### src/hdl/init_seq_pkg.sv
/*
 Constants for the memory-side initialization sequencer: timing figures,
 command codes and state encodings.
 Assumes a single 50 MHz clock and commands decoded upstream into codes.
*/
// Contract
// Controller sends calibration start only after termination mode writes finish.
// Devices sharing one calibration resistor calibrate strictly one after another.
// Calibration takes at least 1 us; latch command then applies the values.
// After latch the bus stays quiet for max of 30 ns and 8 clocks.
// Command bus training follows latch quiet; device boots with default reference.
// Clock stays no faster than boot period, 18 ns, until training completes.
// During command bus training, CA stream is echoed onto DQ asynchronously.
// Write leveling follows; active while mode register 2 bit 7 is high.
// Controller shifts strobe until device sees burst start at write latency.
// DQ training uses FIFO and read-calibration commands; array is untouched.
// After the sequence the device accepts any valid command.
// Training steps after latch are optional and may be reordered.
// Reset held low at least 200 us after supply ramp.
// Clock enable low at least 10 ns before reset release.
// Clock enable kept low at least 2 ms after reset release.
// At least 5 stable clocks before clock enable first rises.
// At least 2 us idle after clock enable before first mode command.
// Warm reset pulse at least 100 ns, clock enable low 10 ns before release.
// After warm reset the sequence repeats from the clock-enable wait.
// Clock enable low at power-off; device outputs stay high impedance.
// Reset asserted from any state puts the device into reset state.
// Chip select low when clock enable first rises after reset.
// Controller derives waits from counters rounded up.
package init_seq_pkg;

   // ----------------------------------------------------------------
   // Clock and timing
   // ----------------------------------------------------------------
   localparam int CLK_PERIOD_PS            = 20000;
   localparam int IMPEDANCE_CAL_DURATION_NS = 1000;
   localparam int IMPEDANCE_LATCH_QUIET_NS  = 30;
   localparam int IMPEDANCE_LATCH_QUIET_CK  = 8;
   localparam int CAL_CYCLES =
      (IMPEDANCE_CAL_DURATION_NS * 1000 + CLK_PERIOD_PS - 1) / CLK_PERIOD_PS;
   localparam int LATCH_NS_CYCLES =
      (IMPEDANCE_LATCH_QUIET_NS * 1000 + CLK_PERIOD_PS - 1) / CLK_PERIOD_PS;
   localparam int LATCH_CYCLES = (LATCH_NS_CYCLES > IMPEDANCE_LATCH_QUIET_CK) ?
      LATCH_NS_CYCLES : IMPEDANCE_LATCH_QUIET_CK;
   localparam int CNT_W = 8;

   // ----------------------------------------------------------------
   // Command codes on cmd_code_in
   // ----------------------------------------------------------------
   localparam logic [3:0] CMD_NOP       = 4'h0;
   localparam logic [3:0] CMD_MRW       = 4'h1;
   localparam logic [3:0] CMD_MRR       = 4'h2;
   localparam logic [3:0] CMD_CAL_BEGIN = 4'h3;
   localparam logic [3:0] CMD_CAL_APPLY = 4'h4;
   localparam logic [3:0] CMD_FIFO_WR   = 4'h5;
   localparam logic [3:0] CMD_FIFO_RD   = 4'h6;
   localparam logic [3:0] CMD_RD_CAL    = 4'h7;
   localparam logic [3:0] CMD_ARRAY_WR  = 4'h8;
   localparam logic [3:0] CMD_ARRAY_RD  = 4'h9;

   // Mode register fields
   localparam logic [5:0] MR_WRLEV_ADDR = 6'h02;
   localparam int         MR_WRLEV_BIT  = 7;
   localparam logic [5:0] MR_CBT_ADDR   = 6'h0D;
   localparam int         MR_CBT_BIT    = 0;

   // ----------------------------------------------------------------
   // Device states
   // ----------------------------------------------------------------
   typedef enum logic [6:0] {
      ST_RESET  = 7'h01,
      ST_WAIT   = 7'h02,
      ST_IDLE   = 7'h04,
      ST_CAL    = 7'h08,
      ST_LATCH  = 7'h10,
      ST_CBT    = 7'h20,
      ST_WRLEV  = 7'h40
   } dev_state_e;

endpackage : init_seq_pkg

### src/hdl/interval_counter.sv
/*
 Down counter that reports when a loaded interval has elapsed.
 Assumes the load and the clear come from the sequencer's own clock domain.
*/
`timescale 1ns/10ps
module interval_counter #(
   parameter int WIDTH = 8
) (
   // Clock and reset
   input  wire logic             ref_clk_in,
   input  wire logic             resetn_in,
   // Control
   input  wire logic             load_in,
   input  wire logic [WIDTH-1:0] count_in,
   // Status
   output logic                  done_out
);
   logic [WIDTH-1:0] remain;

   // A zero-width timer cannot count
   if (WIDTH < 1) begin : g_width_check
      $error("timer width must be at least one bit");
   end

   // Count down to zero after a load
   always_ff @(posedge ref_clk_in) begin
      if (!resetn_in)
         remain <= '0;
      else if (load_in)
         remain <= count_in;
      else if (remain != '0)
         remain <= remain - WIDTH'(1);
   end

   assign done_out = (remain == '0) && !load_in;
endmodule : interval_counter

### src/hdl/init_sequencer.sv
/*
 Memory-side sequencer for reset, impedance calibration, training modes
 and normal operation. Commands arrive already decoded as codes.
 Assumes the controller keeps all controller-side timing; flags misuse only.
*/
`timescale 1ns/10ps
module init_sequencer
   import init_seq_pkg::*;
(
   // Clock and reset
   input  wire logic        ref_clk_in,
   input  wire logic        resetn_in,
   // Memory pins seen by the device
   input  wire logic        mem_resetn_in,
   input  wire logic        cke_in,
   input  wire logic        cs_in,
   input  wire logic [3:0]  cmd_code_in,
   input  wire logic [5:0]  mr_addr_in,
   input  wire logic [7:0]  mr_data_in,
   input  wire logic [5:0]  ca_in,
   // DQ pins
   output logic [7:0]       dq_out,
   output logic [7:0]       dq_oe_out,
   // Status
   output logic             ready_out,
   output logic             cal_busy_out,
   output logic             calibrated_out,
   output logic             cbt_mode_out,
   output logic             wrlev_mode_out,
   output logic             array_write_out,
   output logic             cmd_error_out,
   output logic [6:0]       state_out
);

   // ----------------------------------------------------------------
   // Declarations
   // ----------------------------------------------------------------
   dev_state_e         state;
   dev_state_e         next_state;
   logic [CNT_W-1:0]   cal_age;
   logic               cal_done;
   logic               latch_done;
   logic               load_cal;
   logic               load_latch;
   logic               cmd_error;
   logic               array_write;

   // Timer counts must fit the counter width
   if (CAL_CYCLES >= (1 << CNT_W) || LATCH_CYCLES < 1) begin : g_count_check
      $error("interval counts do not fit the timer width");
   end

   // Command decoding
   wire cmd_valid  = cke_in && cs_in && (cmd_code_in != CMD_NOP);
   wire is_mrw     = cmd_valid && (cmd_code_in == CMD_MRW);
   wire is_begin   = cmd_valid && (cmd_code_in == CMD_CAL_BEGIN);
   wire is_apply   = cmd_valid && (cmd_code_in == CMD_CAL_APPLY);
   wire is_array_w = cmd_valid && (cmd_code_in == CMD_ARRAY_WR);
   wire cbt_set    = is_mrw && (mr_addr_in == MR_CBT_ADDR) && mr_data_in[MR_CBT_BIT];
   wire cbt_clr    = is_mrw && (mr_addr_in == MR_CBT_ADDR) && !mr_data_in[MR_CBT_BIT];
   wire wrl_set    = is_mrw && (mr_addr_in == MR_WRLEV_ADDR) && mr_data_in[MR_WRLEV_BIT];
   wire wrl_clr    = is_mrw && (mr_addr_in == MR_WRLEV_ADDR) && !mr_data_in[MR_WRLEV_BIT];

   // ----------------------------------------------------------------
   // Interval timers
   // ----------------------------------------------------------------
   assign load_cal   = (state == ST_IDLE) && is_begin;
   assign load_latch = (state == ST_CAL) && cal_done && is_apply;

   // Calibration time
   interval_counter #(.WIDTH(CNT_W)) cal_timer (
      .ref_clk_in (ref_clk_in),
      .resetn_in  (resetn_in && mem_resetn_in),
      .load_in    (load_cal),
      .count_in   (CNT_W'(CAL_CYCLES)),
      .done_out   (cal_done)
   );

   // Latch quiet time, reuses timer logic
   interval_counter #(.WIDTH(CNT_W)) latch_timer (
      .ref_clk_in (ref_clk_in),
      .resetn_in  (resetn_in && mem_resetn_in),
      .load_in    (load_latch),
      .count_in   (CNT_W'(LATCH_CYCLES - 1)),          // load cycle is the first
      .done_out   (latch_done)
   );

   // Cycles spent in calibration, saturating, for the minimum-time check
   always_ff @(posedge ref_clk_in) begin
      if (!resetn_in || state != ST_CAL)
         cal_age <= '0;
      else if (cal_age != '1)
         cal_age <= cal_age + CNT_W'(1);
   end

   // ----------------------------------------------------------------
   // State transitions
   // ----------------------------------------------------------------
   always_comb begin
      next_state = state;
      cmd_error  = 1'b0;
      unique case (state)
         ST_RESET: begin
            next_state = ST_WAIT;
         end
         ST_WAIT: begin
            if (cke_in)
               next_state = ST_IDLE;
         end
         ST_IDLE: begin
            if (is_begin)
               next_state = ST_CAL;
            else if (cbt_set)
               next_state = ST_CBT;
            else if (wrl_set)
               next_state = ST_WRLEV;
         end
         ST_CAL: begin
            if (is_apply && cal_done)
               next_state = ST_LATCH;
            else if (cmd_valid)
               cmd_error = 1'b1;
         end
         ST_LATCH: begin
            if (cmd_valid)
               cmd_error = 1'b1;
            if (latch_done)
               next_state = ST_IDLE;
         end
         ST_CBT: begin
            if (cbt_clr)
               next_state = ST_IDLE;
         end
         ST_WRLEV: begin
            if (wrl_clr)
               next_state = ST_IDLE;
         end
      endcase
      if (!mem_resetn_in)
         next_state = ST_RESET;
   end

   // State register
   always_ff @(posedge ref_clk_in) begin
      if (!resetn_in)
         state <= ST_RESET;
      else
         state <= next_state;
   end

   // ----------------------------------------------------------------
   // Calibration result and status flags
   // ----------------------------------------------------------------
   always_ff @(posedge ref_clk_in) begin
      if (!resetn_in || !mem_resetn_in) begin
         calibrated_out <= 1'b0;
         cmd_error_out  <= 1'b0;
      end else begin
         if (state == ST_LATCH && latch_done) begin
            calibrated_out <= 1'b1;
         end
         cmd_error_out <= cmd_error;
      end
   end

   // Array writes only from real write commands, never training
   assign array_write = is_array_w && (state == ST_IDLE);

   always_ff @(posedge ref_clk_in) begin
      if (!resetn_in)
         array_write_out <= 1'b0;
      else
         array_write_out <= array_write && mem_resetn_in;
   end

   // ----------------------------------------------------------------
   // Outputs
   // ----------------------------------------------------------------
   // CA echo on DQ is combinational, i.e. asynchronous to the clock
   assign dq_out    = (state == ST_CBT) ? {2'h0, ca_in} : 8'h00;
   assign dq_oe_out = (cke_in && mem_resetn_in && state == ST_CBT)
                      ? 8'hFF : 8'h00;
   assign ready_out      = (state == ST_IDLE);
   assign cal_busy_out   = (state == ST_CAL) || (state == ST_LATCH);
   assign cbt_mode_out   = (state == ST_CBT);
   assign wrlev_mode_out = (state == ST_WRLEV);
   assign state_out      = state;

   // ----------------------------------------------------------------
   // Assertions
   // ----------------------------------------------------------------
   reset_enters_a: assert property (@(posedge ref_clk_in) disable iff (!resetn_in)
      !mem_resetn_in |=> state == ST_RESET)
      else $error("reset pin did not force reset state");

   cal_min_time_a: assert property (@(posedge ref_clk_in) disable iff (!resetn_in)
      (state == ST_IDLE && next_state == ST_CAL) |=> (state == ST_CAL)[*8])
      else $error("calibration ended too early");

   cal_age_a: assert property (@(posedge ref_clk_in) disable iff (!resetn_in)
      (state == ST_CAL && next_state == ST_LATCH) |-> cal_age >= CNT_W'(CAL_CYCLES))
      else $error("calibration latched before its time");

   latch_quiet_a: assert property (@(posedge ref_clk_in) disable iff (!resetn_in)
      (state == ST_CAL && next_state == ST_LATCH) |=> (state == ST_LATCH)[*8])
      else $error("latch quiet too short");

   hiz_cke_low_a: assert property (@(posedge ref_clk_in) disable iff (!resetn_in)
      !cke_in |-> dq_oe_out == 8'h00)
      else $error("DQ driven while clock enable low");

   cbt_echo_a: assert property (@(posedge ref_clk_in) disable iff (!resetn_in)
      state == ST_CBT |-> dq_out[5:0] == ca_in)
      else $error("CA not echoed on DQ");

   wrlev_bit_a: assert property (@(posedge ref_clk_in) disable iff (!resetn_in)
      (state == ST_IDLE && wrl_set && !is_begin && !cbt_set && mem_resetn_in)
      |=> wrlev_mode_out)
      else $error("write leveling not entered");

   no_array_wr_a: assert property (@(posedge ref_clk_in) disable iff (!resetn_in)
      (state != ST_IDLE) |=> !array_write_out)
      else $error("array write outside normal operation");

   ready_idle_a: assert property (@(posedge ref_clk_in) disable iff (!resetn_in)
      (state == ST_LATCH && latch_done && mem_resetn_in) |=> ready_out && calibrated_out)
      else $error("not ready after latch");

   wait_cke_a: assert property (@(posedge ref_clk_in) disable iff (!resetn_in)
      (state == ST_WAIT && !cke_in && mem_resetn_in) |=> state == ST_WAIT)
      else $error("left wait before clock enable");

endmodule : init_sequencer

### config.mk
export PLATFORM = sky130hd
export DESIGN_NAME = init_sequencer
export DESIGN_NICKNAME = d
export VERILOG_FILES = /design/src/hdl/init_seq_pkg.sv /design/src/hdl/interval_counter.sv /design/src/hdl/init_sequencer.sv
export SDC_FILE = /design/constraint.sdc
export NUM_CORES = 1
export LEC_CHECK = 0
export ABC_AREA = 1
export BUFFER_PORTS_ARGS = -buffer_cell sky130_fd_sc_hd__buf_2
export CAP_MARGIN = 10
export CORE_MARGIN = 10
export CORE_UTILIZATION = 45
export CTS_BUF_LIST = sky130_fd_sc_hd__clkbuf_16
export DETAILED_ROUTE_END_ITERATION = 6
export GPL_TIMING_DRIVEN = 0
export PLACE_DENSITY = 0.73
export SETUP_SLACK_MARGIN = 0.05
export SLEW_MARGIN = 25
export SYNTH_ARGS = -nofsm -noshare
export SYNTH_HDL_FRONTEND = slang
export SYNTH_SLANG_ARGS = --single-unit
export TNS_END_PERCENT = 30
### constraint.sdc
create_clock -name ref_clk_in -period 3.26 [get_ports ref_clk_in]
set_clock_uncertainty 0.05 [all_clocks]
set_input_delay 0.489 -clock ref_clk_in [delete_from_list [all_inputs] [get_ports ref_clk_in]]
set_output_delay 0.489 -clock ref_clk_in [all_outputs]
set_load 0.01 [all_outputs]
==> Word-level counts from Yosys, hierarchy flattened <==
Index checks and enable logic that the tools add are counted.
W data, S select, Z words.
{ "totals": {"regBits": 26, "latch_bits": 0, "ram_bits": 0, "rom_bits": 0, "output_inout_bits": 30, "elab_cells": 91, "memories": 0} }
{ "classes": {"add_sub_neg": 2, "mul": 0, "div": 0, "n_lt_le_gt_ge": 0, "n_eq_ne": 19, "shifts": 0, "n_mux": 18, "bitwise_logic": 1, "n_reduce_logical": 43} }
{ "op_table": {"columns": ["operator", "count"], "rows": [
  ["$mux W7", 8],
  ["$pmux W7 S7", 1],
  ["$logic_and A1 B1 Y1", 24],
  ["$mux W6", 3],
  ["$logic_not A8 Y1", 2],
  ["$reduce_bool A8 Y1", 2],
  ["$sub A8 B1 Y8 const B", 2],
  ["$mux W8", 1],
  ["$eq A7 B1 Y1 const B", 1],
  ["$eq A7 B2 Y1 const B", 1],
  ["$eq A7 B3 Y1 const B", 1],
  ["$eq A7 B4 Y1 const B", 1],
  ["$eq A7 B5 Y1 const B", 1],
  ["$eq A7 B6 Y1 const B", 1],
  ["$eq A7 B7 Y1 const B", 1],
  ["$eq A6 B2 Y1 const B", 1],
  ["$eq A6 B4 Y1 const B", 1],
  ["$logic_not A1 Y1", 6],
  ["$mux W3", 2],
  ["$ne A2 B1 Y1 const B", 3],
  ["$reduce_and A6 Y1", 1],
  ["$eq A4 B1 Y1 const B", 1],
  ["$eq A4 B2 Y1 const B", 1],
  ["$eq A4 B3 Y1 const B", 1],
  ["11 further kinds", 16]
]} }

==> Longest topological paths before layout <==
Gate-level depths: netlist of run 1.
{ "logic_depth": {"depth_word": 12, "ltp_mapped": 12} }

==> By module <==
From an unflattened synthesis of run 1, not the netlist that was laid out.
{ "unflattened": {"hier_cells": 323, "hier_area_um2": 2031.9} }
{ "by_module_without_submodules": {"columns": ["module", "n_inst", "cells_each", "area_each_um2", "seq_area_each_um2"], "rows": [
  ["interval_counter", 2, 87, 581.8, 160.2],
  ["init_sequencer", 1, 149, 868.3, 200.2]
]} }

==> Worst setup path after synthesis of run 1 <==
No wires, ideal clock.
{ "synth_path": {"path_kind": "register to output", "startpoint": "register state[0], in the netlist state_out[0]", "endpoint": "output dq_oe_out[1]", "arrival_time_ns": 1.662, "path_slack_ns": 1.059, "path_stages_with_launch": 7, "path_buffers": 1, "cell_sequence": "dfxtp_1 nor2_4 nand2_1 nor2_1 inv_1 nor2_1 buf_4"} }
{ "synth_between": {"elab_chain_len": 3} }
{ "synth_rtl": {"columns": ["element", "line_no", "source"], "rows": [
  ["from (decl)", "init_sequencer.sv:38", "dev_state_e state;"],
  ["from (signal assigned)", "init_sequencer.sv:148", "state <= next_state;"],
  ["$eq A7 B6 Y1", null, null],
  ["net cbt_mode_out", "init_sequencer.sv:28", "output logic cbt_mode_out,"],
  ["$logic_and A1 B1 Y1", "init_sequencer.sv:181", "assign dq_oe_out = (cke_in && mem_resetn_in && state == ST_CBT)"],
  ["$mux W8", "init_sequencer.sv:182", "? 8'hFF : 8'h00;"],
  ["to (decl)", "init_sequencer.sv:23", "output logic [7:0] dq_oe_out,"]
]} }
The timed path passes the listed nets, and every way through them passes these cells.

==> Final worst setup path of run 1 <==
{ "layout_path": {"startpoint": "register state[0], in the netlist state_out[0]", "endpoint": "output dq_oe_out[5]"} }
{ "layout_between": {"elab_chain_len": 3} }
{ "layout_rtl": {"columns": ["element", "line_no"], "rows": [
  ["$eq A7 B6 Y1", "init_sequencer.sv:181"],
  ["$logic_and A1 B1 Y1", "init_sequencer.sv:181"],
  ["$mux W8", "init_sequencer.sv:182"]
]} }
No other way between the ends.

==> results of run 1 <==
[worst max-delay path by stage]
stage               slack, ns      endpoint         start  cells past startpoint
CTS                      0.70  dq_oe_out[3]  state_out[0]                      7
global route             0.48  dq_oe_out[1]  state_out[0]                      7
floorplan                1.06  dq_oe_out[1]  state_out[0]                      6
finish                   0.71  dq_oe_out[5]  state_out[0]                      7
detailed placement       0.99  dq_oe_out[1]  state_out[0]                      7
global placement         0.97  dq_oe_out[3]  state_out[0]                      7
[logic make-up (layout without fill, tap and decap cells)]
group           count (synthesis)  in the layout  synth area share
other cells                     1              2           0.00217
fa+ha+maj                       3              3            0.0217
simple gates                  145            145             0.451
flops                          26             26             0.301
xor+xnor                        5              5            0.0253
compound gates                 21             21            0.0666
buf+inv                        52            105             0.132
[layer usage]
layer  routed length (um)  vias to the layer above
met2                 2030                       26
li1                     -                      891
met4                   19                        0
met3                  203                        2
met5                    0                        -
met1                 1800                      732
[critical path: cells and delay by family (launching register included)]
family	cells	cell delay, ns
AND/OR/NAND/NOR	4	0.92
buffers and inverters	3	0.48
flip-flops	1	0.35
[power by group through the flow]
stage	clock network [mW]	logic, mW	registers (mW)
after floorplan	0	0.770	0.474
after global placement	0	0.896	0.486
after detailed placement	0	0.910	0.487
after CTS	0.267	0.917	0.483
after global routing	0.279	1.06	0.494
final	0.260	0.916	0.484
[layout make-up]
type	count	area (um^2)	share of cell area
multi-input combinational	176	983	0.464
tap	48	60.1	0.0284
timing repair buffer	50	250	0.118
buffer	10	71.3	0.0337
sequential	26	520	0.246
inverter	42	158	0.0744
clock buffer	3	75.1	0.0354
[sequential cells by signal, summed over array words and instances, names as in the netlist]
signal              cells
array_write_out         1
cal_timer.remain        8
calibrated_out          1
cmd_error_out           1
latch_timer.remain      8
state_out               7
[cells in the final DEF (no fill, tap or decap), drive strengths merged]
master  netlist  final
or2           6      6
nor3          7      7
nand3        27     27
nand4         6      6
nand2        44     44
clkbuf        1      4
nor2         53     53
ha            3      3
dfxtp        26     26
or3           1      1
o21a          1      1
xnor2         1      1
xor2          4      4
a21oi        14     14
buf           9     59
conb          1      2
inv          42     42
o31ai         2      2
a211oi        1      1
o21ai         3      3
nand3b        1      1
[stage by stage]
| stage | std cells | hold WS (ns) | utilization | setup slack (ns) | instance area (um^2) |
|---|---|---|---|---|---|
| floorplan | 254 | 0.385 | - | 1.06 | 1730 |
| global placement | 352 | 0.397 | 0.554 | 0.973 | 2040 |
| detailed placement | 352 | 0.407 | 0.554 | 0.986 | 2040 |
| CTS | 355 | 0.416 | 0.574 | 0.701 | 2120 |
| global route | 355 | 0.452 | 0.574 | 0.484 | 2120 |
| finish | 355 | 0.412 | 0.574 | 0.710 | 2120 |
==> results_dict.tcl, run 1 <==
set metrics [dict create \
    seq_area_frac_synth 0.301 \
    grt_overflow 0 \
    cts-resized-gates 0 \
    avgSynthCellArea_um2 6.83 \
    antenna-diode-count 0 \
    synthTopCellsByCount "inv_1, nor2_1, nand2_1, dfxtp_1, nand3_1" \
    r2r-start "cal_timer.remain[0]" \
    setup_viol 0 \
    top_usage_layer "met2" \
    r2r_cells 11 \
    yosys_warnings 0 \
    r2r-end "state_out[2]" \
    crit_slowest_cell "nor2_1" \
    drt-vias-per-instance 4.65 \
    die-height_um 82.0 \
    grtUsageTotal 0.125 \
    synth_top_area_share 0.301 \
    async_reset_ff_frac 0 \
    clk_latency_ns 0.25 \
    status "finished clean" \
    p_total_mw 1.66 \
    fmax_ghz 0.392 \
    row_count 22 \
    min_to "calibrated_out" \
    ant_nets 0 \
    power_density_nw_per_um2 784 \
    cts_root_buf "clkbuf_16" \
    power_frac_clock 0.157 \
    p_switching_mw 0.707 \
    num-fill-cells 382 \
    die-area_um2 6720 \
    synth_edf_count 0 \
    met3_usage 0.0295 \
    seqPwrFrac 0.291 \
    drive_gt1_frac 0.326 \
    routedWlPerCell_um 11.4 \
    post-route-drc-count 0 \
    ir_drop_mv 0.822 \
    synth_cell_type_count 32 \
    finalHoldViolCount 0 \
    post_cts_buffers 0 \
    grt.met1_usage 0.149 \
    place.gp.congestion 0.836 \
    timing.critical_path.mode_cell "nor2_1" \
    num_io_pins 59 \
    wirelength_mm 4.05 \
    clock_sinks 26 \
    route.vias.total 1651 \
    cts_buffers 3 \
    r2r_setup_slack_ns 1.54 \
    slew_viol_final 0 \
    min_from "calibrated_out" \
    tns_ns 0 \
    synth_area_leaders "dfxtp_1, inv_1, nor2_1" \
    ys.flop_type "dfxtp_1" \
    p_comb_frac 0.552 \
    path_max_fanout 8 \
    area_growth_pct 22.5 \
    core_um2 3690 \
    hold_depth 1 \
    antenna_found_initial 0 \
    cap_violations 0 \
    swShare 0.426 \
    start_util 0.469 \
    p_int_mw 0.953 \
    startpoint_type "flip-flop" \
    drt_iter0_markers 88 \
    met2_usage 0.225 \
    first_global_vias 1548 \
    grt_max_degree 14 \
    finalCriticalPeriod_ns 2.55 \
    die_x_um 82.0 \
    clock_path_buffers 2 \
    cp.required_ns 2.72 \
    grt_first_pass_wirelength_mm 6.91 \
    rsz0062_at_grt "no" \
    leakagePower_nw 1.19 \
    hp-class "flip-flop to flip-flop" \
    crit_path_cell_trace "nor2_4 > nand2_1 > nor2_1 > inv_1 > nor2_1 > buf_4 > buf_2" \
    yosysTopAreaCell "dfxtp_1" \
    synth-seq-cells 26 \
    holdBufCountCts 0 \
    fin_crit_sh 0.782 \
    critPathKind "flip-flop to output port" \
    end_kind "output port" \
    syn_inst 253 \
    netlist_area_um2 1730 \
    dr.pass1.iters 4 \
    critPathArrivalTime_ns 2.01 \
    cp_slowest_stage_delay_ns 0.38 \
    clkTransAtPathRegs_ns 0.06 \
    hpwl_mm 3.37 \
    final_nets 341 \
    cts_tree "done" \
    htree_num_levels 1 \
    port-buffer-count 50 \
]
No activity file was read; power rests on OpenSTA's default activity.
==> run 2: changes to the inputs <==
--- a/config.mk
+++ b/config.mk
@@ -13,7 +13,7 @@
 export CTS_BUF_LIST = sky130_fd_sc_hd__clkbuf_16
 export DETAILED_ROUTE_END_ITERATION = 6
 export GPL_TIMING_DRIVEN = 0
-export PLACE_DENSITY = 0.73
+export PLACE_DENSITY = 0.76
 export SETUP_SLACK_MARGIN = 0.05
 export SLEW_MARGIN = 25
 export SYNTH_ARGS = -nofsm -noshare
==> constraint.sdc (replaced) <==
create_clock -name ref_clk_in -period 2.3 [get_ports ref_clk_in]
set_clock_uncertainty 0.05 [all_clocks]
set_input_delay 0.345 -clock ref_clk_in [delete_from_list [all_inputs] [get_ports ref_clk_in]]
set_output_delay 0.345 -clock ref_clk_in [all_outputs]
set_load 0.01 [all_outputs]
==> run 2 against run 1 <==
Routed wire length grew 2.4%. Sequential power increased by 41%. Worst hold slack got worse by 0.086 ns. Count of clock-buffer cells in the layout unchanged. Total power grew 51%. Critical endpoint is now dq_oe_out[3].
==> results_dict.tcl, run 2 (synthesized netlist as in run 1, its figures left out) <==
set metrics [dict create \
    rsz0062_at_grt "no" \
    cap_violations 0 \
    setup_ws_ns 0.165 \
    cp.required_ns 1.90 \
    r2r_cells 11 \
    finalHoldViolCount 0 \
    cts-resized-gates 2 \
    path_buf_inv 3 \
    clkTransAtPathRegs_ns 0.06 \
    wirelength_mm 4.15 \
    min_to "array_write_out" \
    grt_overflow 0 \
    r2r_setup_slack_ns 0.52 \
    place.gp.congestion 0.816 \
    hp-class "input pin to flip-flop" \
    power_density_nw_per_um2 1160 \
    grt_first_pass_wirelength_mm 7.00 \
    cts_buffers 3 \
    core_um2 3690 \
    r2r-start "cal_timer.remain[0]" \
    p_total_mw 2.51 \
    final_common_cell "buf_2" \
    end_kind "output port" \
    finalCriticalPeriod_ns 2.14 \
    post_cts_buffers 0 \
    regArea_um2 520 \
    die-area_um2 6720 \
    timing.critical_path.mode_cell "nor2_4" \
    port-buffer-count 50 \
    dpl.cell_count 352 \
    hold_depth 4 \
    grt_max_degree 16 \
    clock_path_buffers 2 \
    first_global_vias 1616 \
    num_io_pins 59 \
    die-height_um 82.0 \
    grtUsageTotal 0.128 \
    crit_slowest_cell "dfxtp_1" \
    htree_num_levels 1 \
    placed_area_um2 2040 \
    stdcell_count 356 \
    drt_iter0_markers 106 \
    die_x_um 82.0 \
    mostFrequentLayoutCells "buf_2, inv_1, nand2_1" \
    drt-vias-per-instance 4.76 \
    cts_root_buf "clkbuf_16" \
    antenna_found_initial 0 \
    path_max_fanout 8 \
    cp_slowest_stage_delay_ns 0.36 \
    startpoint_type "flip-flop" \
    cp.depth 7 \
    routedWlPerCell_um 11.7 \
    fmax_ghz 0.468 \
    drive_gt1_frac 0.334 \
    setup_viol 0 \
    critPathArrivalTime_ns 1.74 \
    cts_tree "done" \
    finalInstanceArea_um2 2160 \
    antenna-diode-count 0 \
    row_count 22 \
    r2r-end "state_out[5]" \
    multi_input_area_um2 993 \
    critPathTopFamily "simple AND/OR/NAND/NOR gates" \
    holdBufCountCts 0 \
    area_growth_pct 24.8 \
    final_nets 341 \
    post-route-drc-count 0 \
    leakagePower_nw 1.20 \
    min_from "cmd_code_in[2]" \
    status "finished clean" \
    slew_viol_final 0 \
    ant_nets 0 \
    dr.pass1.iters 4 \
    start_util 0.469 \
    ir_drop_mv 1.09 \
    fin_crit_sh 0.928 \
    clk_latency_ns 0.26 \
    critPathKind "flip-flop to output port" \
    hpwl_mm 3.44 \
    route.vias.total 1696 \
    post-place-ws_ns 0.125 \
    tns_ns 0 \
    clock_sinks 26 \
    num-fill-cells 378 \
    crit_path_cell_trace "nor2_4 > nand2_1 > nor2_2 > inv_1 > nor2_4 > buf_4 > buf_2" \
]
## run 2: cell count changes in the layout (fill, tap and decap cells not counted), sizes merged
cell    previous run  this run
bufinv             0         1
## run 2: worst max path at each step
stage,end,from,slack (ns)
global placement,dq_oe_out[4],state_out[0],0.17
CTS,dq_oe_out[4],state_out[1],0.06
detailed placement,dq_oe_out[4],state_out[1],0.12
floorplan,dq_oe_out[1],state_out[0],0.24
global route,dq_oe_out[4],state_out[0],0.03
finish,dq_oe_out[3],state_out[1],0.16
## run 2: layout make-up
cell class	count	share of cell area
multi-input combinational	176	0.460
sequential	26	0.241
timing repair buffer	50	0.116
inverter	42	0.0730
clock buffer	3	0.0348
buffer	10	0.0330
tap	48	0.0278
clock inverter	1	0.0139
## run 2: metrics by stage
step                utilization  hold WS (ns)
detailed placement        0.554         0.402
global route              0.585         0.354
finish                    0.585         0.326
CTS                       0.584         0.329
floorplan                     -         0.385
global placement          0.554         0.396
## run 2: metal layers
layer	share of wire	global-route usage	vias to the layer above
met4	0.0048	0.0153	0
met5	0	0	-
met3	0.054	0.0295	2
met1	0.41	0.137	775
met2	0.53	0.253	22
li1	-	-	897
## run 2: power by group
part           internal, mW  switching [mW]  total, mW
logic                 0.533           0.796       1.33
clock network         0.346           0.149      0.494
registers             0.587          0.0969      0.684
total                  1.47            1.04       2.51
## run 2: tightest hold or removal path: cells and delay by family
family / cells / cell delay, ns
simple gates: 3 / 0.14
buf+inv: 1 / 0.10
==> run 3: changes to the inputs <==
--- a/config.mk
+++ b/config.mk
@@ -9,11 +9,11 @@
 export BUFFER_PORTS_ARGS = -buffer_cell sky130_fd_sc_hd__buf_2
 export CAP_MARGIN = 10
 export CORE_MARGIN = 10
-export CORE_UTILIZATION = 45
+export CORE_UTILIZATION = 38
 export CTS_BUF_LIST = sky130_fd_sc_hd__clkbuf_16
 export DETAILED_ROUTE_END_ITERATION = 6
 export GPL_TIMING_DRIVEN = 0
-export PLACE_DENSITY = 0.76
+export PLACE_DENSITY = 0.66
 export SETUP_SLACK_MARGIN = 0.05
 export SLEW_MARGIN = 25
 export SYNTH_ARGS = -nofsm -noshare
==> constraint.sdc (replaced) <==
create_clock -name ref_clk_in -period 2.3 [get_ports ref_clk_in]
set_clock_uncertainty 0.05 [all_clocks]
set_input_delay 0 -clock ref_clk_in [delete_from_list [all_inputs] [get_ports ref_clk_in]]
set_output_delay 0 -clock ref_clk_in [all_outputs]
set_load 0.01 [all_outputs]
==> run 3 against run 2 <==
Worst hold slack worse by 0.30 ns. Fmax grew 7.8%. Utilization shrank 9.1 points. Largest cell class unchanged. Highest routed layer unchanged.
==> results_dict.tcl, run 3 (synthesized netlist as in run 1, its figures left out) <==
set metrics [dict create \
    post_cts_buffers 0 \
    p_switching_mw 1.01 \
    whs_ns 0.0216 \
    num_io_pins 59 \
    tns_ns 0 \
    fin_crit_sh 0.861 \
    p_comb_frac 0.522 \
    p_total_mw 2.48 \
    clk_latency_ns 0.26 \
    power_density_nw_per_um2 1140 \
    hold_depth 4 \
    startpoint_type "flip-flop" \
    path_max_fanout 8 \
    leakagePower_nw 1.21 \
    cap_violations 0 \
    dr.pass1.iters 4 \
    rsz0062_at_grt "no" \
    fmax_ghz 0.505 \
    end_kind "output port" \
    cts_root_buf "clkbuf_16" \
    grtUsageTotal 0.115 \
    ant_nets 0 \
    drive_gt1_frac 0.330 \
    antenna-diode-count 0 \
    num-fill-cells 470 \
    multi_input_area_um2 986 \
    critPathArrivalTime_ns 1.93 \
    power_frac_clock 0.203 \
    cp.required_ns 2.25 \
    die-area_um2 7650 \
    finalCriticalPeriod_ns 1.98 \
    row_count 24 \
    routedWlPerCell_um 11.7 \
    grt_first_pass_wirelength_mm 7.29 \
    post-route-drc-count 0 \
    area_growth_pct 25.3 \
    dpl.cell_count 356 \
    swShare 0.409 \
    ir_drop_mv 0.876 \
    die_x_um 87.5 \
    finalHoldViolCount 0 \
    final_nets 342 \
    antenna_found_initial 0 \
    clock_sinks 26 \
    drt-vias-per-instance 4.57 \
    seqPwrFrac 0.275 \
    htree_num_levels 1 \
    r2r_cells 10 \
    grt_max_degree 16 \
    die-height_um 87.5 \
    critPathKind "flip-flop to output port" \
    route.vias.total 1650 \
    slew_viol_final 0 \
    core_um2 4380 \
    place.gp.congestion 0.837 \
    mostFrequentLayoutCells "buf_2, inv_1, nor2_1, nand2_1, dfxtp_1" \
    stdcell_count 361 \
    first_global_vias 1587 \
    status "finished clean" \
    hpwl_mm 3.48 \
    p_int_mw 1.47 \
    port-buffer-count 50 \
    clock_path_buffers 2 \
    utilization 0.494 \
    clkTransAtPathRegs_ns 0.06 \
    cts_buffers 3 \
    wirelength_mm 4.22 \
    grt_overflow 0 \
    regArea_um2 520 \
    start_util 0.394 \
    setup_viol 0 \
    hp-class "input pin to flip-flop" \
    final_common_cell "buf_2" \
    drt_iter0_markers 48 \
    cts_tree "done" \
]
## run 3: cell count changes in the layout (fill, tap and decap cells not counted)
cell / before / now
dlygate4sd3_1: 0 / 1
nor2_1: 36 / 37
nor2_4: 8 / 7
## run 3: what timing repair did
item | CTS | global route
hold buffers | 1 | 0
hold endpoints to repair | 1 | 0
endpoints found under the setup margin | 0 | 7
gates resized for setup | 0 | 1
## run 3: layer usage
layer	vias up	GRT usage	wire length, um
met3	7	0.0375	264
met5	-	0	0
li1	902	-	-
met1	714	0.142	1940
met2	27	0.182	1930
met4	0	0.0391	74
## run 3: worst paths after layout
check | from | endpoint | slack, ns
max | state_out[1] | dq_oe_out[4] | 0.32
max reg2reg | cal_timer.remain[0] | state_out[2] | 0.57
min reg2reg | cal_timer.remain[0] | cal_timer.remain[0] | 0.40
min | cmd_code_in[0] | array_write_out | 0.02
## run 3: final cells by class
| class | count | share of cell area |
|---|---|---|
| timing repair buffer | 51 | 0.120 |
| clock buffer | 3 | 0.0347 |
| tap | 52 | 0.0300 |
| inverter | 42 | 0.0728 |
| multi-input combinational | 176 | 0.455 |
| clock inverter | 1 | 0.0139 |
| sequential | 26 | 0.240 |
| buffer | 10 | 0.0329 |
## run 3: critical path: stages, from the launching register on
cell and delay [ns]:
dfxtp_1 0.36, nor2_4 0.17, nand2_1 0.10, nor2_1 0.28
inv_1 0.20, nor2_2 0.28, buf_4 0.16, buf_2 0.12
## run 3: power groups by stage
stage          Clock (mW)  Sequential (mW)  Combinational [mW]
6_report            0.503            0.682                1.29
5_1_grt             0.538            0.701                1.52
4_1_cts             0.515            0.682                1.31
3_5_place_dp            0            0.689                1.29
3_3_place_gp            0            0.690                1.28
2_1_floorplan           0            0.671                1.09
## run 3: per-stage QoR
stage / worst slack, ns / cell area [um^2]
final: 0.320 / 2170
after global placement: 0.532 / 2050
after global routing: 0.181 / 2170
after detailed placement: 0.478 / 2050
after CTS: 0.180 / 2160
after floorplan: 0.588 / 1730
